## config.mk

```make
export PLATFORM = sky130hd
export DESIGN_NAME = swsr_status_result
export DESIGN_NICKNAME = d
export VERILOG_FILES = /design/src/include/swsr_pkg.sv /design/src/hdl/swsr_line_sync.sv /design/src/hdl/swsr_status_result.sv
export SDC_FILE = /design/constraint.sdc
export NUM_CORES = 1
export LEC_CHECK = 0
export BUFFER_PORTS_ARGS = -buffer_cell sky130_fd_sc_hd__buf_4
export CAP_MARGIN = 20
export CORE_MARGIN = 3
export CORE_UTILIZATION = 51
export CTS_CLUSTER_SIZE = 24
export DETAILED_ROUTE_END_ITERATION = 8
export HOLD_SLACK_MARGIN = 0.05
export PLACE_DENSITY = 0.81
export SYNTH_ARGS = -nofsm -noshare
export SYNTH_HDL_FRONTEND = slang
export SYNTH_SLANG_ARGS = --single-unit
export TNS_END_PERCENT = 1
```

## constraint.sdc

```tcl
create_clock -name core_clk_in -period 2.05 [get_ports core_clk_in]
set_input_delay 0.1025 -clock core_clk_in [delete_from_list [all_inputs] [get_ports core_clk_in]]
set_output_delay 0.1025 -clock core_clk_in [all_outputs]
set_load 0.01 [all_outputs]
```

## src/include/swsr_pkg.sv

```systemverilog
package swsr_pkg;
    // Bit positions in the status result byte; byte and index widths
    localparam int unsigned ST_DIR_BIT = 7;
    localparam int unsigned ST_SECOND_BIT = 6;
    localparam int unsigned ST_SINGLE_BIT = 5;
    localparam int unsigned ST_SPEED_BIT = 4;
    localparam int unsigned ST_LINE_BIT = 3;
    localparam int unsigned ST_SHORT_BIT = 2;
    localparam int unsigned ST_PRESENCE_BIT = 1;
    localparam int unsigned ST_IGNORE_BIT = 0;
    localparam int unsigned BYTE_W = 8;
    localparam int unsigned IDX_W = 7;

    // Power-on values, read fill byte and increment constants
    localparam logic FLAG_RESET = 1'h0;
    localparam logic LINE_RESET = 1'h1;
    localparam logic [7:0] BYTE_RESET = 8'h00;
    localparam logic [7:0] FILL_BYTE = 8'hFF;
    localparam logic [6:0] IDX_ZERO = 7'h00;
    localparam logic [6:0] IDX_ONE = 7'h01;
    localparam logic [7:0] CNT_ONE = 8'h01;

    // Response read sequence
    typedef enum logic [1:0] {
        RD_IDLE,
        RD_LEN,
        RD_RES,
        RD_DATA
    } swsr_rd_state_t;
endpackage

```

## src/hdl/swsr_line_sync.sv

```systemverilog
`timescale 1ns/1ps
// Three-stage synchroniser for the bus line; the level moves only once
// the second and third stages agree, which rejects a one-cycle glitch.
module swsr_line_sync (
    input wire logic core_clk_in,
    input wire logic rst_n_in,
    input wire logic line_in,
    output logic level_out
);
    logic meta_q;
    logic s2_q;
    logic s3_q;
    logic level_q;

    // Synchroniser chain; only the second stage reads the first
    always_ff @(posedge core_clk_in or negedge rst_n_in) begin
        if (!rst_n_in) begin
            meta_q <= swsr_pkg::LINE_RESET;
            s2_q <= swsr_pkg::LINE_RESET;
            s3_q <= swsr_pkg::LINE_RESET;
        end else begin
            meta_q <= line_in;
            s2_q <= meta_q;
            s3_q <= s2_q;
        end
    end

    // Accept a new level when the two later stages match
    always_ff @(posedge core_clk_in or negedge rst_n_in) begin
        if (!rst_n_in) begin
            level_q <= swsr_pkg::LINE_RESET;
        end else if (s2_q == s3_q) begin
            level_q <= s3_q;
        end
    end

    assign level_out = level_q;
endmodule

```

## src/hdl/swsr_status_result.sv

```systemverilog
`timescale 1ns/1ps
// Functional notes
// - Status bit 7 holds triplet branch direction; resets 0; triplets only.
// - Status bit 6 holds triplet second-bit line sample; resets 0.
// - Status bit 5 holds single-bit or triplet first-bit sample; resets 0.
// - Single-bit command sending zero reports sample as 0.
// - Status bit 4 shows current speed: 0 standard, 1 overdrive.
// - Status bit 3 is a line level sample without bus traffic.
// - Line level resampled at read-address acknowledge when status selected.
// - Bus reset sets short flag when line low at short sample time.
// - Short flag clears on later bus reset without short.
// - Bus reset sets presence flag when presence pulse seen.
// - Presence flag clears on reset with no pulse or shorted line.
// - Status bit 0 echoes the presence-ignore bit of reset parameter.
// - Byte result holds all eight bits of last byte read from bus.
module swsr_status_result (
    input wire logic core_clk_in,
    input wire logic rst_n_in,
    input wire logic line_in,
    input wire logic overdrive_in,
    input wire logic single_bit_strobe_in,
    input wire logic single_bit_tx_in,
    input wire logic triplet_first_strobe_in,
    input wire logic triplet_second_strobe_in,
    input wire logic triplet_dir_strobe_in,
    input wire logic triplet_dir_in,
    input wire logic short_strobe_in,
    input wire logic presence_strobe_in,
    input wire logic reset_param_load_in,
    input wire logic reset_param_ignore_in,
    input wire logic byte_bit_strobe_in,
    input wire logic byte_done_in,
    input wire logic read_ack_in,
    input wire logic status_selected_in,
    input wire logic rd_start_in,
    input wire logic rd_next_in,
    input wire logic rd_stop_in,
    input wire logic [7:0] resp_len_in,
    input wire logic [7:0] resp_result_in,
    input wire logic [7:0] resp_data_in,
    output logic [7:0] status_result_out,
    output logic [7:0] byte_result_out,
    output logic [7:0] rd_data_out,
    output logic [6:0] resp_addr_out,
    output logic rd_active_out
);
    logic line_lvl;
    logic dir_q;
    logic second_q;
    logic single_q;
    logic speed_q;
    logic line_q;
    logic short_q;
    logic presence_q;
    logic ignore_q;
    logic [7:0] shift_q;
    logic [7:0] byte_q;
    logic short_now;
    swsr_pkg::swsr_rd_state_t rd_state_q;
    logic [7:0] rd_data_q;
    logic [6:0] idx_q;
    logic [7:0] cnt_q;

    swsr_line_sync u_sync (
        .core_clk_in(core_clk_in),
        .rst_n_in(rst_n_in),
        .line_in(line_in),
        .level_out(line_lvl)
    );

    // Triplet results; untouched by any other command
    always_ff @(posedge core_clk_in or negedge rst_n_in) begin
        if (!rst_n_in) begin
            dir_q <= swsr_pkg::FLAG_RESET;
            second_q <= swsr_pkg::FLAG_RESET;
        end else begin
            if (triplet_dir_strobe_in) begin
                dir_q <= triplet_dir_in;
            end
            if (triplet_second_strobe_in) begin
                second_q <= line_lvl;
            end
        end
    end

    // Single-bit sample; a transmitted zero is forced low so a slow
    // line release cannot report a one
    always_ff @(posedge core_clk_in or negedge rst_n_in) begin
        if (!rst_n_in) begin
            single_q <= swsr_pkg::FLAG_RESET;
        end else if (single_bit_strobe_in) begin
            single_q <= single_bit_tx_in & line_lvl;
        end else if (triplet_first_strobe_in) begin
            single_q <= line_lvl;
        end
    end

    // Speed flag follows the timing in use; line level only on status read
    always_ff @(posedge core_clk_in or negedge rst_n_in) begin
        if (!rst_n_in) begin
            speed_q <= swsr_pkg::FLAG_RESET;
            line_q <= swsr_pkg::LINE_RESET;
        end else begin
            speed_q <= overdrive_in;
            if (read_ack_in && status_selected_in) begin
                line_q <= line_lvl;
            end
        end
    end

    // Short is judged first so presence in the same reset sees it
    assign short_now = short_strobe_in ? ~line_lvl : short_q;

    // Reset cycle flags are rewritten by every bus reset
    always_ff @(posedge core_clk_in or negedge rst_n_in) begin
        if (!rst_n_in) begin
            short_q <= swsr_pkg::FLAG_RESET;
            presence_q <= swsr_pkg::FLAG_RESET;
        end else begin
            if (short_strobe_in) begin
                short_q <= ~line_lvl;
            end
            if (presence_strobe_in) begin
                presence_q <= ~line_lvl & ~short_now;
            end
        end
    end

    // Echo of the ignore bit captured when the reset parameter is loaded
    always_ff @(posedge core_clk_in or negedge rst_n_in) begin
        if (!rst_n_in) begin
            ignore_q <= swsr_pkg::FLAG_RESET;
        end else if (reset_param_load_in) begin
            ignore_q <= reset_param_ignore_in;
        end
    end

    // Bits arrive least significant first; byte result moves only when
    // the whole byte is in, so a read never sees a half-shifted value
    always_ff @(posedge core_clk_in or negedge rst_n_in) begin
        if (!rst_n_in) begin
            shift_q <= swsr_pkg::BYTE_RESET;
            byte_q <= swsr_pkg::BYTE_RESET;
        end else begin
            if (byte_bit_strobe_in) begin
                shift_q <= {line_lvl, shift_q[7:1]};
            end
            if (byte_done_in) begin
                byte_q <= shift_q;
            end
        end
    end

    // Status byte assembly
    always_comb begin
        status_result_out = swsr_pkg::BYTE_RESET;
        status_result_out[swsr_pkg::ST_DIR_BIT] = dir_q;
        status_result_out[swsr_pkg::ST_SECOND_BIT] = second_q;
        status_result_out[swsr_pkg::ST_SINGLE_BIT] = single_q;
        status_result_out[swsr_pkg::ST_SPEED_BIT] = speed_q;
        status_result_out[swsr_pkg::ST_LINE_BIT] = line_q;
        status_result_out[swsr_pkg::ST_SHORT_BIT] = short_q;
        status_result_out[swsr_pkg::ST_PRESENCE_BIT] = presence_q;
        status_result_out[swsr_pkg::ST_IGNORE_BIT] = ignore_q;
    end
    assign byte_result_out = byte_q;

    // Response read: length, result, then data until stop; reads past the
    // advertised length return fill bytes rather than stale buffer data
    always_ff @(posedge core_clk_in or negedge rst_n_in) begin
        if (!rst_n_in) begin
            rd_state_q <= swsr_pkg::RD_IDLE;
            rd_data_q <= swsr_pkg::BYTE_RESET;
            idx_q <= swsr_pkg::IDX_ZERO;
            cnt_q <= swsr_pkg::BYTE_RESET;
        end else if (rd_stop_in) begin
            rd_state_q <= swsr_pkg::RD_IDLE;
            idx_q <= swsr_pkg::IDX_ZERO;
        end else if (rd_start_in) begin
            rd_state_q <= swsr_pkg::RD_LEN;
            rd_data_q <= resp_len_in;
            idx_q <= swsr_pkg::IDX_ZERO;
            cnt_q <= swsr_pkg::BYTE_RESET;
        end else if (rd_next_in) begin
            cnt_q <= cnt_q + swsr_pkg::CNT_ONE;
            case (rd_state_q)
                swsr_pkg::RD_LEN: begin
                    rd_state_q <= swsr_pkg::RD_RES;
                    rd_data_q <= resp_result_in;
                end
                swsr_pkg::RD_RES, swsr_pkg::RD_DATA: begin
                    rd_state_q <= swsr_pkg::RD_DATA;
                    idx_q <= idx_q + swsr_pkg::IDX_ONE;
                    if (cnt_q < resp_len_in) begin
                        rd_data_q <= resp_data_in;
                    end else begin
                        rd_data_q <= swsr_pkg::FILL_BYTE;
                    end
                end
                default: begin
                    rd_state_q <= swsr_pkg::RD_IDLE;
                end
            endcase
        end
    end

    assign rd_data_out = rd_data_q;
    assign resp_addr_out = idx_q;
    assign rd_active_out = (rd_state_q != swsr_pkg::RD_IDLE);

    chk_dir_update: assert property (@(posedge core_clk_in) disable iff (!rst_n_in)
        !triplet_dir_strobe_in |=> $stable(dir_q))
        else $error("direction bit moved without a triplet");
    chk_dir_value: assert property (@(posedge core_clk_in) disable iff (!rst_n_in)
        triplet_dir_strobe_in
        |=> status_result_out[swsr_pkg::ST_DIR_BIT] == $past(triplet_dir_in))
        else $error("direction bit does not hold triplet choice");
    chk_second_sample: assert property (@(posedge core_clk_in) disable iff (!rst_n_in)
        triplet_second_strobe_in |=> second_q == $past(line_lvl))
        else $error("second bit sample wrong");
    chk_single_sample: assert property (@(posedge core_clk_in) disable iff (!rst_n_in)
        triplet_first_strobe_in && !single_bit_strobe_in
        |=> status_result_out[swsr_pkg::ST_SINGLE_BIT] == $past(line_lvl))
        else $error("first bit sample wrong");
    chk_zero_bit: assert property (@(posedge core_clk_in) disable iff (!rst_n_in)
        single_bit_strobe_in && !single_bit_tx_in |=> !single_q)
        else $error("sent zero reported as one");
    chk_speed_flag: assert property (@(posedge core_clk_in) disable iff (!rst_n_in)
        ##1 status_result_out[swsr_pkg::ST_SPEED_BIT] == $past(overdrive_in))
        else $error("speed flag does not follow timing");
    chk_line_hold: assert property (@(posedge core_clk_in) disable iff (!rst_n_in)
        !(read_ack_in && status_selected_in) |=> $stable(line_q))
        else $error("line level moved without status read");
    chk_line_sample: assert property (@(posedge core_clk_in) disable iff (!rst_n_in)
        read_ack_in && status_selected_in |=> line_q == $past(line_lvl))
        else $error("line level not resampled on status read");
    chk_short_set: assert property (@(posedge core_clk_in) disable iff (!rst_n_in)
        short_strobe_in && !line_lvl |=> short_q)
        else $error("short not flagged");
    chk_short_clear: assert property (@(posedge core_clk_in) disable iff (!rst_n_in)
        short_strobe_in && line_lvl |=> !short_q)
        else $error("short flag not cleared");
    chk_presence_set: assert property (@(posedge core_clk_in) disable iff (!rst_n_in)
        presence_strobe_in && !line_lvl && !short_now |=> presence_q)
        else $error("presence not flagged");
    chk_presence_clear: assert property (@(posedge core_clk_in) disable iff (!rst_n_in)
        presence_strobe_in && (line_lvl || short_now) |=> !presence_q)
        else $error("presence flag not cleared");
    chk_ignore_echo: assert property (@(posedge core_clk_in) disable iff (!rst_n_in)
        reset_param_load_in ##1 (!reset_param_load_in)[*2]
        |-> status_result_out[swsr_pkg::ST_IGNORE_BIT] == $past(reset_param_ignore_in, 2))
        else $error("ignore echo wrong");
    chk_byte_value: assert property (@(posedge core_clk_in) disable iff (!rst_n_in)
        byte_done_in |=> byte_result_out == $past(shift_q))
        else $error("byte result not the byte read");
endmodule

```

==> impl_metrics.py <==
metrics = {
    "detailed_routing": {
        "via_per_inst": 5.06,
        "ant_nets": 0,
        "wl_per_cell_um": 13.5,
        "dr.pass1.iters": 4,
        "drc_errors": 0,
        "routed_wl_um": 5280,
        "vias": 1978,
        "drtIter0Drc": 85,
    },
    "sta": {
        "setup_viol": 0,
        "skew_ns": 0.00491,
        "slew_headroom_pct": 56.7,
        "tightest_slew_ns": 0.650,
        "rsz0062_at_grt": "no",
        "tns_ns": 0,
        "finalHoldViolCount": 0,
        "setup_ws_ns": 0.287,
        "fin_crit_sh_pct": 86.0,
        "drv_slew": 0,
        "fin_crit_ns": 1.76,
        "fmax_mhz": 567,
    },
    "cts": {
        "cts_made_buffers": 5,
        "tritoncts": "done",
        "insertion_delay_ns": 0.30,
        "cts_post_setup_buffers_inserted": 0,
        "clk_pin_slew_ns": 0.10,
        "root_buffer": "clkbuf_8",
        "cts_resized": 0,
        "cts_buffer_depth": 2,
        "cts_htree_levels": 2,
        "hold_buffers": 21,
        "cts.sink_count": 53,
    },
    "floorplanning": {
        "die_width_um": 77.0,
        "core_um2": 4790,
        "start_util_pct": 53.7,
        "die_area_um2": 5920,
        "rows": 25,
        "io_pins": 77,
        "dieHeight_um": 77.0,
    },
    "worst_setup_path": {
        "reg2reg_depth": 4,
        "r2r_slack_ns": 0.35,
        "start_kind": "primary input",
        "critPathBufInv": 2,
        "timing.rr.end": "rd_data_out[1]",
        "cp-end-kind": "register",
        "crit_start": "rd_stop_in",
        "crit_path_cell_trace": "dlygate4sd3_1, buf_4, and2b_4, a21o_1, o2111a_4, a31oi_1",
        "cp_slowest_stage_delay_ns": 0.54,
        "cp.arrival_ns": 1.94,
        "crit_family": "compound AO/OA/AOI/OAI gates",
        "r2r-start": "cnt_q[1]",
        "worstSetupPathType": "in -> reg",
        "cp_data_required_time_ns": 2.23,
        "critPathSlowestCell": "dlygate4sd3_1",
        "cp_max_fo": 9,
    },
    "power": {
        "p_per_area_nw_per_um2": 751,
        "leakagePower_nw": 1.63,
        "design_power_total_mw": 2.58,
        "irDropWorstVdd_v": 0.000530,
    },
    "layout": {
        "drive_gt1_share_pct": 36.1,
        "layout.nets": 377,
        "syn2layout_area_growth_pct": 33.8,
        "fill_cells": 368,
        "fin_area_um2": 3440,
        "diodes": 0,
        "fin_cells": 391,
        "layout_common_cells": "buf_4 (77), dfrtp_1 (48), mux2_2 (21), dlygate4sd3_1 (21), inv_1 (19)",
        "layout_commonest_cell": "buf_4",
    },
    "place": {
        "dp_hpwl_um": 3730,
        "dpl_cell_area_um2": 3130,
        "dp_cells": 362,
        "port_buffers": 76,
        "place_congestion": 0.780,
        "place_ws_ns": 0.363,
    },
    "global_route": {
        "grt_max_degree": 54,
        "grtUsageTotal_pct": 19.3,
        "grt_pass1_wl_um": 9480,
        "grt-ovfl-total": 0,
        "grt_pass1_vias": 2108,
        "antenna_found_initial": 0,
    },
    "yosys": {
        "async_flop_share_pct": 100,
        "ys_seq_elements": 53,
        "syn_avg_cell_area_um2": 11.0,
        "syn-num-nets": 288,
        "synthFlopType": "dfrtp_1",
        "yosysWarningCount": 0,
        "synth_cell_types": 35,
        "yosysSeqAreaShare_pct": 51.9,
        "netlist_instances": 234,
        "synth_edf_count": 0,
        "syn_area_um2": 2570,
    },
    "min_path": {
        "hold_end": "rd_state_q[0]",
        "min_from": "rd_next_in",
        "hold_class": "in -> reg",
        "min_path_cells": 3,
    },
    "run": {
        "drv_cap": 0,
    },
    "status": {
        "status": "completed",
    },
}
routing by layer:
layer  vias up  share of wire [%]  wire length, µm  track usage (%)
li1        985                  -                -                -
met3         5                5.2              273             3.87
met1       934                 42             2240             24.1
met2        54                 51             2700             33.7
met4         0                1.2               64             5.87
met5         -                  0                0                0
tightest hold or removal path: cells and delay by family:
| family | cells | cell delay, ns |
|---|---|---|
| simple gates | 1 | 0.09 |
| compound gates | 1 | 0.06 |
| buf+inv | 1 | 0.14 |
layout make-up:
class | count | area (µm²) | share of cell area [%]
clock inverter | 3 | 26.3 | 0.764
sequential | 53 | 1330 | 38.8
timing repair buffer | 98 | 788 | 22.9
inverter | 19 | 71.3 | 2.07
clock buffer | 5 | 68.8 | 2.00
multi-input combinational | 146 | 1070 | 31.0
tap | 67 | 83.8 | 2.44
cells in the mapped netlist, types with 2 or more instances:
| cell | n | share of area (%) |
|---|---|---|
| mux2i_1 | 11 | 4.3 |
| inv_1 | 19 | 2.8 |
| nand3_1 | 3 | 0.58 |
| nand2_1 | 14 | 2.0 |
| or3_1 | 3 | 0.73 |
| and2b_4 | 2 | 0.78 |
| nand2b_1 | 2 | 0.49 |
| mux2_2 | 21 | 9.2 |
| nor2_1 | 12 | 1.8 |
| clkbuf_1 | 5 | 0.73 |
| dfstp_2 | 5 | 5.1 |
| a21oi_1 | 16 | 3.1 |
| or2_2 | 3 | 0.73 |
| nor4_1 | 3 | 0.73 |
| dfrtp_1 | 48 | 47 |
| ha_1 | 9 | 4.4 |
| o21ai_0 | 6 | 1.2 |
| buf_4 | 8 | 2.3 |
| a21o_1 | 2 | 0.58 |
| nor3_1 | 11 | 2.1 |
| a31oi_1 | 8 | 1.9 |
| xnor2_1 | 8 | 2.7 |
| nand4_1 | 3 | 0.73 |
kinds of logic after synthesis:
family          synth area share [%]
simple gates                    11.6
flops                           51.9
compound gates                  8.57
buf+inv                         6.62
mux                             13.5
fa+ha+maj                       4.77
xor+xnor                        3.07
power breakdown:
part,switching (mW),internal (mW)
registers,0.111,1.23
clock network,0.358,0.249
logic,0.255,0.381
total,0.725,1.86
flip-flops by register name (all words and copies together), names as in the netlist:
signal	flops
byte_result_out	8
line_q	1
presence_q	1
dir_q	1
short_q	1
speed_q	1
rd_data_out	8
single_q	1
shift_q	8
u_sync.meta_q	1
rd_state_q	2
u_sync.s3_q	1
cnt_q	8
u_sync.level_out	1
ignore_q	1
resp_addr_out	7
second_q	1
u_sync.s2_q	1
worst max path at each step:
stage | endpoint | slack (ns) | cells after the start
after floorplan | rd_data_out[0] | 0.55 | 5
after global placement | rd_data_out[6] | 0.45 | 4
after detailed placement | rd_data_out[7] | 0.36 | 4
after CTS | rd_data_out[1] | 0.30 | 6
after global routing | rd_data_out[3] | 0.22 | 6
final | rd_data_out[1] | 0.29 | 6
per-stage QoR:
| stage | util [%] | hold WS, ns |
|---|---|---|
| after CTS | 71.8 | 0.107 |
| final | 71.8 | 0.116 |
| after floorplan | - | -0.193 |
| after detailed placement | 65.4 | 0.185 |
| after global placement | 65.4 | 0.174 |
| after global routing | 71.8 | 0.117 |
(Power assumes the default switching activity.)
